$ cat src/logic/alr_map.svh
`ifndef ALR_MAP_SVH
`define ALR_MAP_SVH

// ---------------------------------------------------------------
// Readback port addresses
// ---------------------------------------------------------------
`define ALR_PORT_INTC        16'h0020
`define ALR_PORT_TIMER       16'h0040
`define ALR_PORT_TIMER_TWO   16'h0042
`define ALR_PORT_RTC_INDEX   16'h0070

// ---------------------------------------------------------------
// Sequence lengths, as last zero-based position, and words per controller as a count
// ---------------------------------------------------------------
`define ALR_INTC_LAST        4'hB
`define ALR_TIMER_LAST       4'h6
`define ALR_INTC_WORDS       6

// ---------------------------------------------------------------
// Reserved-bit handling of controller, timer status and RTC index words
// ---------------------------------------------------------------
`define ALR_INIT_TWO_KEEP    8'hF8
`define ALR_INIT_FOUR_KEEP   8'h12
`define ALR_EOI_KEEP         8'hE7
`define ALR_POLL_FORCED      2'h1
`define ALR_STATUS_KEEP      8'h3F
`define ALR_RTC_KEEP         8'h7F

// ---------------------------------------------------------------
// System tick timing
// ---------------------------------------------------------------
`define ALR_CLOCK_MHZ        250
`define ALR_TICK_FAST_US     13500
`define ALR_TICK_SLOW_US     54600
`define ALR_TICK_W           24

`endif

$ cat src/logic/alr_pkg.sv
package alr_pkg;

  // Port selected by an I/O address
  typedef enum logic [2:0] {
    ALR_NONE,
    ALR_INTC,
    ALR_TIMER,
    ALR_TIMER_TWO,
    ALR_RTC
  } alr_port_t;

  typedef logic [3:0] alr_ptr_t;

endpackage

$ cat src/logic/alr_seq_if.sv
`timescale 1ns/1ps
`default_nettype none

interface alr_seq_if;
  logic                   enter;
  logic [1:0]             rd;
  alr_pkg::alr_ptr_t [1:0] ptr;

  modport ctrl (output enter, output rd, input ptr);
  modport seq  (input enter, input rd, output ptr);
endinterface

`default_nettype wire

$ cat src/logic/alr_readback.sv
`timescale 1ns/1ps
`default_nettype none
`include "alr_map.svh"

module alr_readback #(
  parameter int TICK_FAST_CYCLES = `ALR_TICK_FAST_US * `ALR_CLOCK_MHZ,
  parameter int TICK_SLOW_CYCLES = `ALR_TICK_SLOW_US * `ALR_CLOCK_MHZ
) (
  // Clock and reset
  input  wire logic                  clock,
  input  wire logic                  sys_rst,
  // Mode select
  input  wire logic                  alternate_access_mode,
  // Byte I/O port access
  input  wire logic [15:0]           io_addr,
  input  wire logic                  io_rd,
  input  wire logic                  io_wr,
  input  wire logic [7:0]            io_wdata,
  output var  logic [7:0]            io_rdata,
  output var  logic                  io_rdata_valid,
  // Restore path to legacy blocks
  output var  logic                  restore_wr,
  output var  logic [7:0]            restore_port,
  output var  logic [7:0]            restore_data,
  // Legacy state, [ctl][word]: init 2,3,4, mask, eoi, poll
  input  wire logic [1:0][5:0][7:0]  intc_words,
  input  wire logic [7:0]            timer_zero_status,
  input  wire logic [15:0]           timer_zero_base,
  input  wire logic [7:0]            timer_two_status,
  input  wire logic [15:0]           timer_two_base,
  input  wire logic [6:0]            rtc_index,
  // System tick
  output var  logic                  timer_fast,
  output var  logic                  sys_tick
);

  localparam int TW = `ALR_TICK_W;

  // ---------------------------------------------------------------
  // Decode and reserved-bit functions
  // ---------------------------------------------------------------
  function automatic alr_pkg::alr_port_t port_of(input logic [15:0] a);
    case (a)
      `ALR_PORT_INTC:      port_of = alr_pkg::ALR_INTC;
      `ALR_PORT_TIMER:     port_of = alr_pkg::ALR_TIMER;
      `ALR_PORT_TIMER_TWO: port_of = alr_pkg::ALR_TIMER_TWO;
      `ALR_PORT_RTC_INDEX: port_of = alr_pkg::ALR_RTC;
      default:             port_of = alr_pkg::ALR_NONE;
    endcase
  endfunction

  // Reserved bits never reach software; stored copies may hold junk
  function automatic logic [7:0] intc_fixed(input logic [2:0] w, input logic [7:0] d);
    case (w)
      3'h0:    intc_fixed = d & `ALR_INIT_TWO_KEEP;
      3'h2:    intc_fixed = d & `ALR_INIT_FOUR_KEEP;
      3'h4:    intc_fixed = d & `ALR_EOI_KEEP;
      3'h5:    intc_fixed = {1'b0, d[6], d[6], `ALR_POLL_FORCED, d[2:0]};
      default: intc_fixed = d;
    endcase
  endfunction

  // ---------------------------------------------------------------
  // Sequence positions
  // ---------------------------------------------------------------
  alr_seq_if sq ();

  alr_seq_ptr u_seq (
    .clock   (clock),
    .sys_rst (sys_rst),
    .sq      (sq.seq)
  );

  alr_pkg::alr_port_t rd_port;
  alr_pkg::alr_port_t wr_port;
  logic               mode_q;
  logic               mode_rd;
  logic               mode_wr;

  assign rd_port  = port_of(io_addr);
  assign wr_port  = rd_port;
  assign mode_rd  = io_rd && mode_q && rd_port != alr_pkg::ALR_NONE;
  assign mode_wr  = io_wr && mode_q && wr_port != alr_pkg::ALR_NONE;
  assign sq.enter = alternate_access_mode && !mode_q;
  assign sq.rd    = {mode_rd && rd_port == alr_pkg::ALR_TIMER,
                     mode_rd && rd_port == alr_pkg::ALR_INTC};

  // ---------------------------------------------------------------
  // Readback data path
  // ---------------------------------------------------------------
  logic       ctl;
  logic [2:0] word;
  logic [7:0] rd_value;
  logic [7:0] next_rdata;
  logic       next_rvalid;
  logic       next_rwr;
  logic [7:0] next_rport;
  logic [7:0] next_rdat;

  assign ctl  = sq.ptr[0] >= 4'(`ALR_INTC_WORDS);
  assign word = ctl ? 3'(sq.ptr[0] - 4'(`ALR_INTC_WORDS)) : sq.ptr[0][2:0];

  always_comb begin
    rd_value = 8'h00;
    case (rd_port)
      alr_pkg::ALR_INTC: begin
        rd_value = intc_fixed(word, intc_words[ctl][word]);
      end
      alr_pkg::ALR_TIMER: begin
        case (sq.ptr[1])
          4'h0:    rd_value = timer_zero_status & `ALR_STATUS_KEEP;
          4'h1:    rd_value = timer_zero_base[7:0];
          4'h2:    rd_value = timer_zero_base[15:8];
          4'h5:    rd_value = timer_two_base[7:0];
          4'h6:    rd_value = timer_two_base[15:8];
          default: rd_value = 8'h00;
        endcase
      end
      alr_pkg::ALR_TIMER_TWO: rd_value = timer_two_status & `ALR_STATUS_KEEP;
      alr_pkg::ALR_RTC:       rd_value = {1'b0, rtc_index} & `ALR_RTC_KEEP;
      default:                rd_value = 8'h00;
    endcase
  end

  // Outside the mode this block stays silent and legacy decode answers
  always_comb begin
    next_rdata  = io_rdata;
    next_rvalid = mode_rd;
    next_rwr    = mode_wr;
    next_rport  = restore_port;
    next_rdat   = restore_data;
    if (mode_rd) begin
      next_rdata = rd_value;
    end
    if (mode_wr) begin
      next_rport = io_addr[7:0];
      next_rdat  = io_wdata;
    end
  end

  always_ff @(posedge clock) begin
    if (sys_rst) begin
      mode_q         <= 1'b0;
      io_rdata       <= 8'h00;
      io_rdata_valid <= 1'b0;
      restore_wr     <= 1'b0;
      restore_port   <= 8'h00;
      restore_data   <= 8'h00;
    end else begin
      mode_q         <= alternate_access_mode;
      io_rdata       <= next_rdata;
      io_rdata_valid <= next_rvalid;
      restore_wr     <= next_rwr;
      restore_port   <= next_rport;
      restore_data   <= next_rdat;
    end
  end

  // ---------------------------------------------------------------
  // System tick rate
  // ---------------------------------------------------------------
  // Timer reads in the mode disturb the divider, so the tick speeds up
  // after exit until software reprograms channel 0.
  logic          timer_seen;
  logic          next_seen;
  logic          next_fast;
  logic [TW-1:0] tick_cnt;
  logic [TW-1:0] next_cnt;
  logic [TW-1:0] tick_end;
  logic          next_tick;

  assign tick_end = timer_fast ? TW'(TICK_FAST_CYCLES - 1) : TW'(TICK_SLOW_CYCLES - 1);

  always_comb begin
    next_seen = timer_seen;
    next_fast = timer_fast;
    if (sq.enter) begin
      next_seen = 1'b0;
    end else if (mode_rd && (rd_port == alr_pkg::ALR_TIMER ||
                             rd_port == alr_pkg::ALR_TIMER_TWO)) begin
      next_seen = 1'b1;
    end
    if (mode_q && !alternate_access_mode && timer_seen) begin
      next_fast = 1'b1;
    end else if (io_wr && !mode_q && wr_port == alr_pkg::ALR_TIMER) begin
      next_fast = 1'b0;
    end
    next_tick = tick_cnt >= tick_end;
    next_cnt  = next_tick ? '0 : tick_cnt + TW'(1);
  end

  always_ff @(posedge clock) begin
    if (sys_rst) begin
      timer_seen <= 1'b0;
      timer_fast <= 1'b0;
      tick_cnt   <= '0;
      sys_tick   <= 1'b0;
    end else begin
      timer_seen <= next_seen;
      timer_fast <= next_fast;
      tick_cnt   <= next_cnt;
      sys_tick   <= next_tick;
    end
  end
endmodule // alr_readback

`default_nettype wire

$ cat src/logic/alr_seq_ptr.sv
`timescale 1ns/1ps
`default_nettype none
`include "alr_map.svh"

module alr_seq_ptr (
  // Clock and reset
  input  wire logic clock,
  input  wire logic sys_rst,
  // Sequence control
  alr_seq_if.seq    sq
);

  localparam alr_pkg::alr_ptr_t LAST [2] = '{`ALR_INTC_LAST, `ALR_TIMER_LAST};

  // Unpacked so each generate branch owns its own element
  alr_pkg::alr_ptr_t       ptr      [2];
  alr_pkg::alr_ptr_t       next_ptr [2];

  assign sq.ptr = {ptr[1], ptr[0]};

  // ---------------------------------------------------------------
  // One position counter per multi-read port
  // ---------------------------------------------------------------
  for (genvar i = 0; i < 2; i++) begin : g_ptr
    always_comb begin
      next_ptr[i] = ptr[i];
      if (sq.enter) begin
        next_ptr[i] = '0;
      end else if (sq.rd[i] && ptr[i] != LAST[i]) begin
        next_ptr[i] = ptr[i] + 4'h1;
      end
    end

    always_ff @(posedge clock) begin
      if (sys_rst) begin
        ptr[i] <= '0;
      end else begin
        ptr[i] <= next_ptr[i];
      end
    end

  end
endmodule // alr_seq_ptr

`default_nettype wire

$ cat config.mk
export PLATFORM = sky130hd
export DESIGN_NAME = alr_readback
export DESIGN_NICKNAME = d
export VERILOG_FILES = /design/src/logic/alr_pkg.sv /design/src/logic/alr_seq_if.sv /design/src/logic/alr_readback.sv /design/src/logic/alr_seq_ptr.sv
export VERILOG_INCLUDE_DIRS = /design/src /design/src/logic
export SDC_FILE = /design/constraint.sdc
export NUM_CORES = 1
export LEC_CHECK = 0
export BUFFER_PORTS_ARGS = -buffer_cell sky130_fd_sc_hd__buf_2
export CAP_MARGIN = 20
export CORE_MARGIN = 2
export CORE_UTILIZATION = 50
export CTS_CLUSTER_DIAMETER = 100
export DETAILED_ROUTE_END_ITERATION = 10
export PLACE_DENSITY = 0.87
export SYNTH_ARGS = -nofsm -noshare
export SYNTH_HDL_FRONTEND = slang
export SYNTH_SLANG_ARGS = --single-unit
$ cat constraint.sdc
create_clock -name clock -period 7.4 [get_ports clock]
set_input_delay 0.37 -clock clock [delete_from_list [all_inputs] [get_ports clock]]
set_output_delay 0.37 -clock clock [all_outputs]
set_load 0.02 [all_outputs]
==> run_results.csv <==
group,metric,value,unit
floorplan,coreArea,0.008134,mm²
synth,synth_ff_type,"dfxtp_1",
cts,post-cts-setup-buffer-count,0,
power_and_ir_drop,net-switching-power,168.5,µW
floorplan,die_h,94.93,µm
cts,hold_buffers,0,
critical_path,crit_type,"flop to flop",
critical_path,startpoint_type,"flop",
detailed_routing,vias_per_cell,5.777,
critical_path,cp-end-kind,"flop",
global_route,globalRouteMet1Util,35.61,%
synth,synth_fa_ha_area_share,6.659,%
global_route,grt.total_usage,28.02,%
synth,synthSimpleGateAreaFrac,25.76,%
synth,synth_nets,688,
synth,synth_edf_count,0,
critical_path,path_cells,"inv_1 > ha_1 > o21ai_2 > nand2b_1 > mux4_2 > mux2_2 > a32oi_1 > a311oi_1",
cts,clkSinkCount,62,
power_and_ir_drop,power_frac_comb,10.2,%
synth,netlist_area,0.004134,mm²
timing,period_share,49.26,%
global_route,grt_pass1_vias,4197,
synth,avgSynthCellArea,8.506,µm²
critical_path,crit_path_start,"u_seq.ptr[0][0]",
floorplan,io_pins,208,
floorplan,start_util,50.82,%
critical_path,slowest_stage,"dfxtp_1",
synth,synth_compound_area_share,18.73,%
detailed_routing,drc,0,
global_route,grt_overflow,0,
min_path,min_from,"io_wdata[7]",
detailed_routing,dr_total_vias,4379,
synth,synthMuxAreaShare,9.110,%
finish,nFillCells,714,
place,post-dp-hpwl,9851,µm
finish,final_util,64.62,%
critical_path,cp_max_fo,24,
timing,setup_viol,0,
timing,tightest_slew,0.9398,ns
floorplan,die_w,94.93,µm
power_and_ir_drop,p_sw_share,23.50,%
power_and_ir_drop,p_int,548.4,µW
finish,diodes,0,
min_path,hold_class,"input port to flop",
global_route,grtUsageMet3,7.342,%
power_and_ir_drop,power.density,136.4,mW/mm²
power_and_ir_drop,clockPowerShare,42.8,%
critical_path,r2r-start,"u_seq.ptr[0][0]",
synth,synth_xor_area_share,6.144,%
global_route,grt_max_degree,29,
timing,slew_viol_final,0,
floorplan,num_rows,33,
synth,synthCells,486,
cts,cts_buffer_depth,2,
detailed_routing,detail_route.first_pass.iterations,5,
cts,clk_pin_slew_worst_paths,0.07,ns
timing,max_freq,274.3,MHz
status,run_status,"complete, no violations",
power_and_ir_drop,max-vdd-ir-drop,0.00009319,V
finish,nets,850,
power_and_ir_drop,leakagePower,2.323,nW
min_path,hold_path_depth,3,
timing,period_needed,3.645,ns
global_route,grt_busiest_layer,"met2",
global_route,antenna_found_initial,0,
synth,seq_area_frac_synth,30.02,%
timing,setup_tns,0,ns
cts,ctsHtreeMaxLevel,3,
floorplan,dieArea,0.009012,mm²
finish,syn_to_final_growth,27.15,%
critical_path,cp.required,7.61,ns
timing,relSlewSlack,37.26,%
global_route,met2_usage,46.16,%
critical_path,cpPeakStageDelay,0.94,ns
detailed_routing,ant_nets,0,
timing,final-hold-violation-count,0,
place,port-buffer-count,173,
cts,cts_root_buffer,"clkbuf_8",
synth,synth_cell_types,68,
detailed_routing,totalWireLength,12530,µm
timing,fin_skew,0.006747,ns
detailed_routing,avgRoutedWirePerCell,16.53,µm
detailed_routing,drt_iter0_drc,331,
synth,synth_top_family_by_area,"simple AND/OR/NAND/NOR gates",
power_and_ir_drop,seqPwrFrac,47.0,%
synth,yosys_warnings,0,
flow_run,drv_cap,0,
finish,drive_gt1_share,33.84,%
global_route,grt_pass1_wl,19790,µm
timing,rsz0062_at_grt,"no",
synth,async_flop_share,0,%
synth,ys_ff_latch,62,
critical_path,crit_arrival,3.85,ns
place,gp_congestion,0.8985,
cts,cts_tree,"yes",
critical_path,worstRegToRegCells,8,
cts,insertion_delay,0.34,ns
cts,cts_made_buffers,9,
cts,postCtsResizedCells,0,
[power by group through the flow]
stage                     sequential [mW]  clock, mW  combinational (mW)
after global placement              0.345          0              0.0705
after global routing                0.337      0.324              0.0802
final                               0.337      0.307              0.0729
after floorplan                     0.344          0              0.0259
after detailed placement            0.345          0              0.0721
after CTS                           0.337      0.311              0.0724
[path summary, 6_finish.rpt]
| path | slack (ns) | end |
|---|---|---|
| worst min-delay path | 0.26 | restore_data[7] |
| worst min register to register | 0.46 | restore_port[4] |
| worst max register to register | 3.75 | io_rdata[4] |
| worst max-delay path | 3.75 | io_rdata[4] |
[through the flow]
stage / hold slack (ns) / setup slack [ns] / power [mW] / instance area [µm²] / std cells
floorplan: 0.4297 / 4.857 / 0.3702 / 4134 / 486
global placement: 0.4381 / 3.956 / 0.4151 / 5047 / 742
detailed placement: 0.4425 / 3.865 / 0.4168 / 5047 / 742
CTS: 0.2463 / 3.871 / 0.7206 / 5256 / 758
global route: 0.2675 / 3.577 / 0.7417 / 5256 / 758
finish: 0.2633 / 3.755 / 0.7170 / 5256 / 758
[area by class of cell]
type	instances	area [µm²]	share of cell area (%)
Inverter	11	41.29	0.7855
Tap cell	105	131.4	2.499
Clock inverter	5	57.56	1.095
Clock buffer	11	151.4	2.880
Timing Repair Buffer	176	888.4	16.90
Multi-Input combinational cell	388	2745	52.23
Sequential cell	62	1241	23.61
[synthesized netlist by cell type, types with 6 or more instances]
master | number | area [µm²]
mux4_2 | 7 | 157.7
a31oi_1 | 6 | 37.54
nor4_1 | 6 | 37.54
clkbuf_1 | 15 | 56.30
xor2_1 | 19 | 166.4
ha_1 | 22 | 275.3
mux2i_1 | 14 | 140.1
o21ai_0 | 7 | 35.03
a21oi_1 | 27 | 135.1
mux2_2 | 6 | 67.56
nand2_1 | 48 | 180.2
xnor2_1 | 10 | 87.58
a21o_1 | 7 | 52.55
and3_1 | 13 | 81.33
inv_1 | 11 | 41.29
nor2_1 | 54 | 202.7
nand3_1 | 22 | 110.1
dfxtp_1 | 62 | 1241
buf_2 | 7 | 35.03
nor3_1 | 7 | 35.03
nand4_1 | 8 | 50.05
a211oi_1 | 6 | 45.04
[cell usage in the layout, fill, tap and decap left out, types with 4 or more instances in the layout]
cell type  instances
a211oi_1           6
a21o_1             7
a21oi_1           27
a22oi_1            4
a31oi_1            6
and2_1             5
and3_1            13
and4_1             5
buf_2            173
clkbuf_8          11
dfxtp_1           62
ha_1              22
inv_1             11
mux2_2             6
mux2i_1           14
mux4_2             7
nand2_1           48
nand2b_1           5
nand3_1           22
nand4_1            8
nor2_1            54
nor3_1             7
nor4_1             6
o2111ai_1          4
o21ai_0            7
o21bai_1           5
xnor2_1           10
xor2_1            19
[worst max-delay path: cells and delay by family, from the launching register on]
kind | cells | cell delay (ns)
flops | 1 | 0.94
mux | 2 | 0.87
compound gates | 3 | 0.56
simple gates | 1 | 0.43
fa+ha+maj | 1 | 0.37
buf+inv | 1 | 0.35
[layer usage]
layer	wire, µm	share of wire [%]
met2	5981	48
met1	5158	41
met5	0	0
met4	203	1.6
met3	1188	9.5
[cells by family after synthesis]
logic type      after synthesis
compound gates              109
xor+xnor                     29
fa+ha+maj                    22
buf+inv                      36
flops                        62
mux                          28
simple gates                200
[state kept, by name, indices dropped and copies added, names as in the netlist, 8 cells and up]
name and flops:
io_rdata 8, tick_cnt 24, restore_data 8, restore_port 8
u_seq.ptr 8
(Power assumes the default switching activity.)
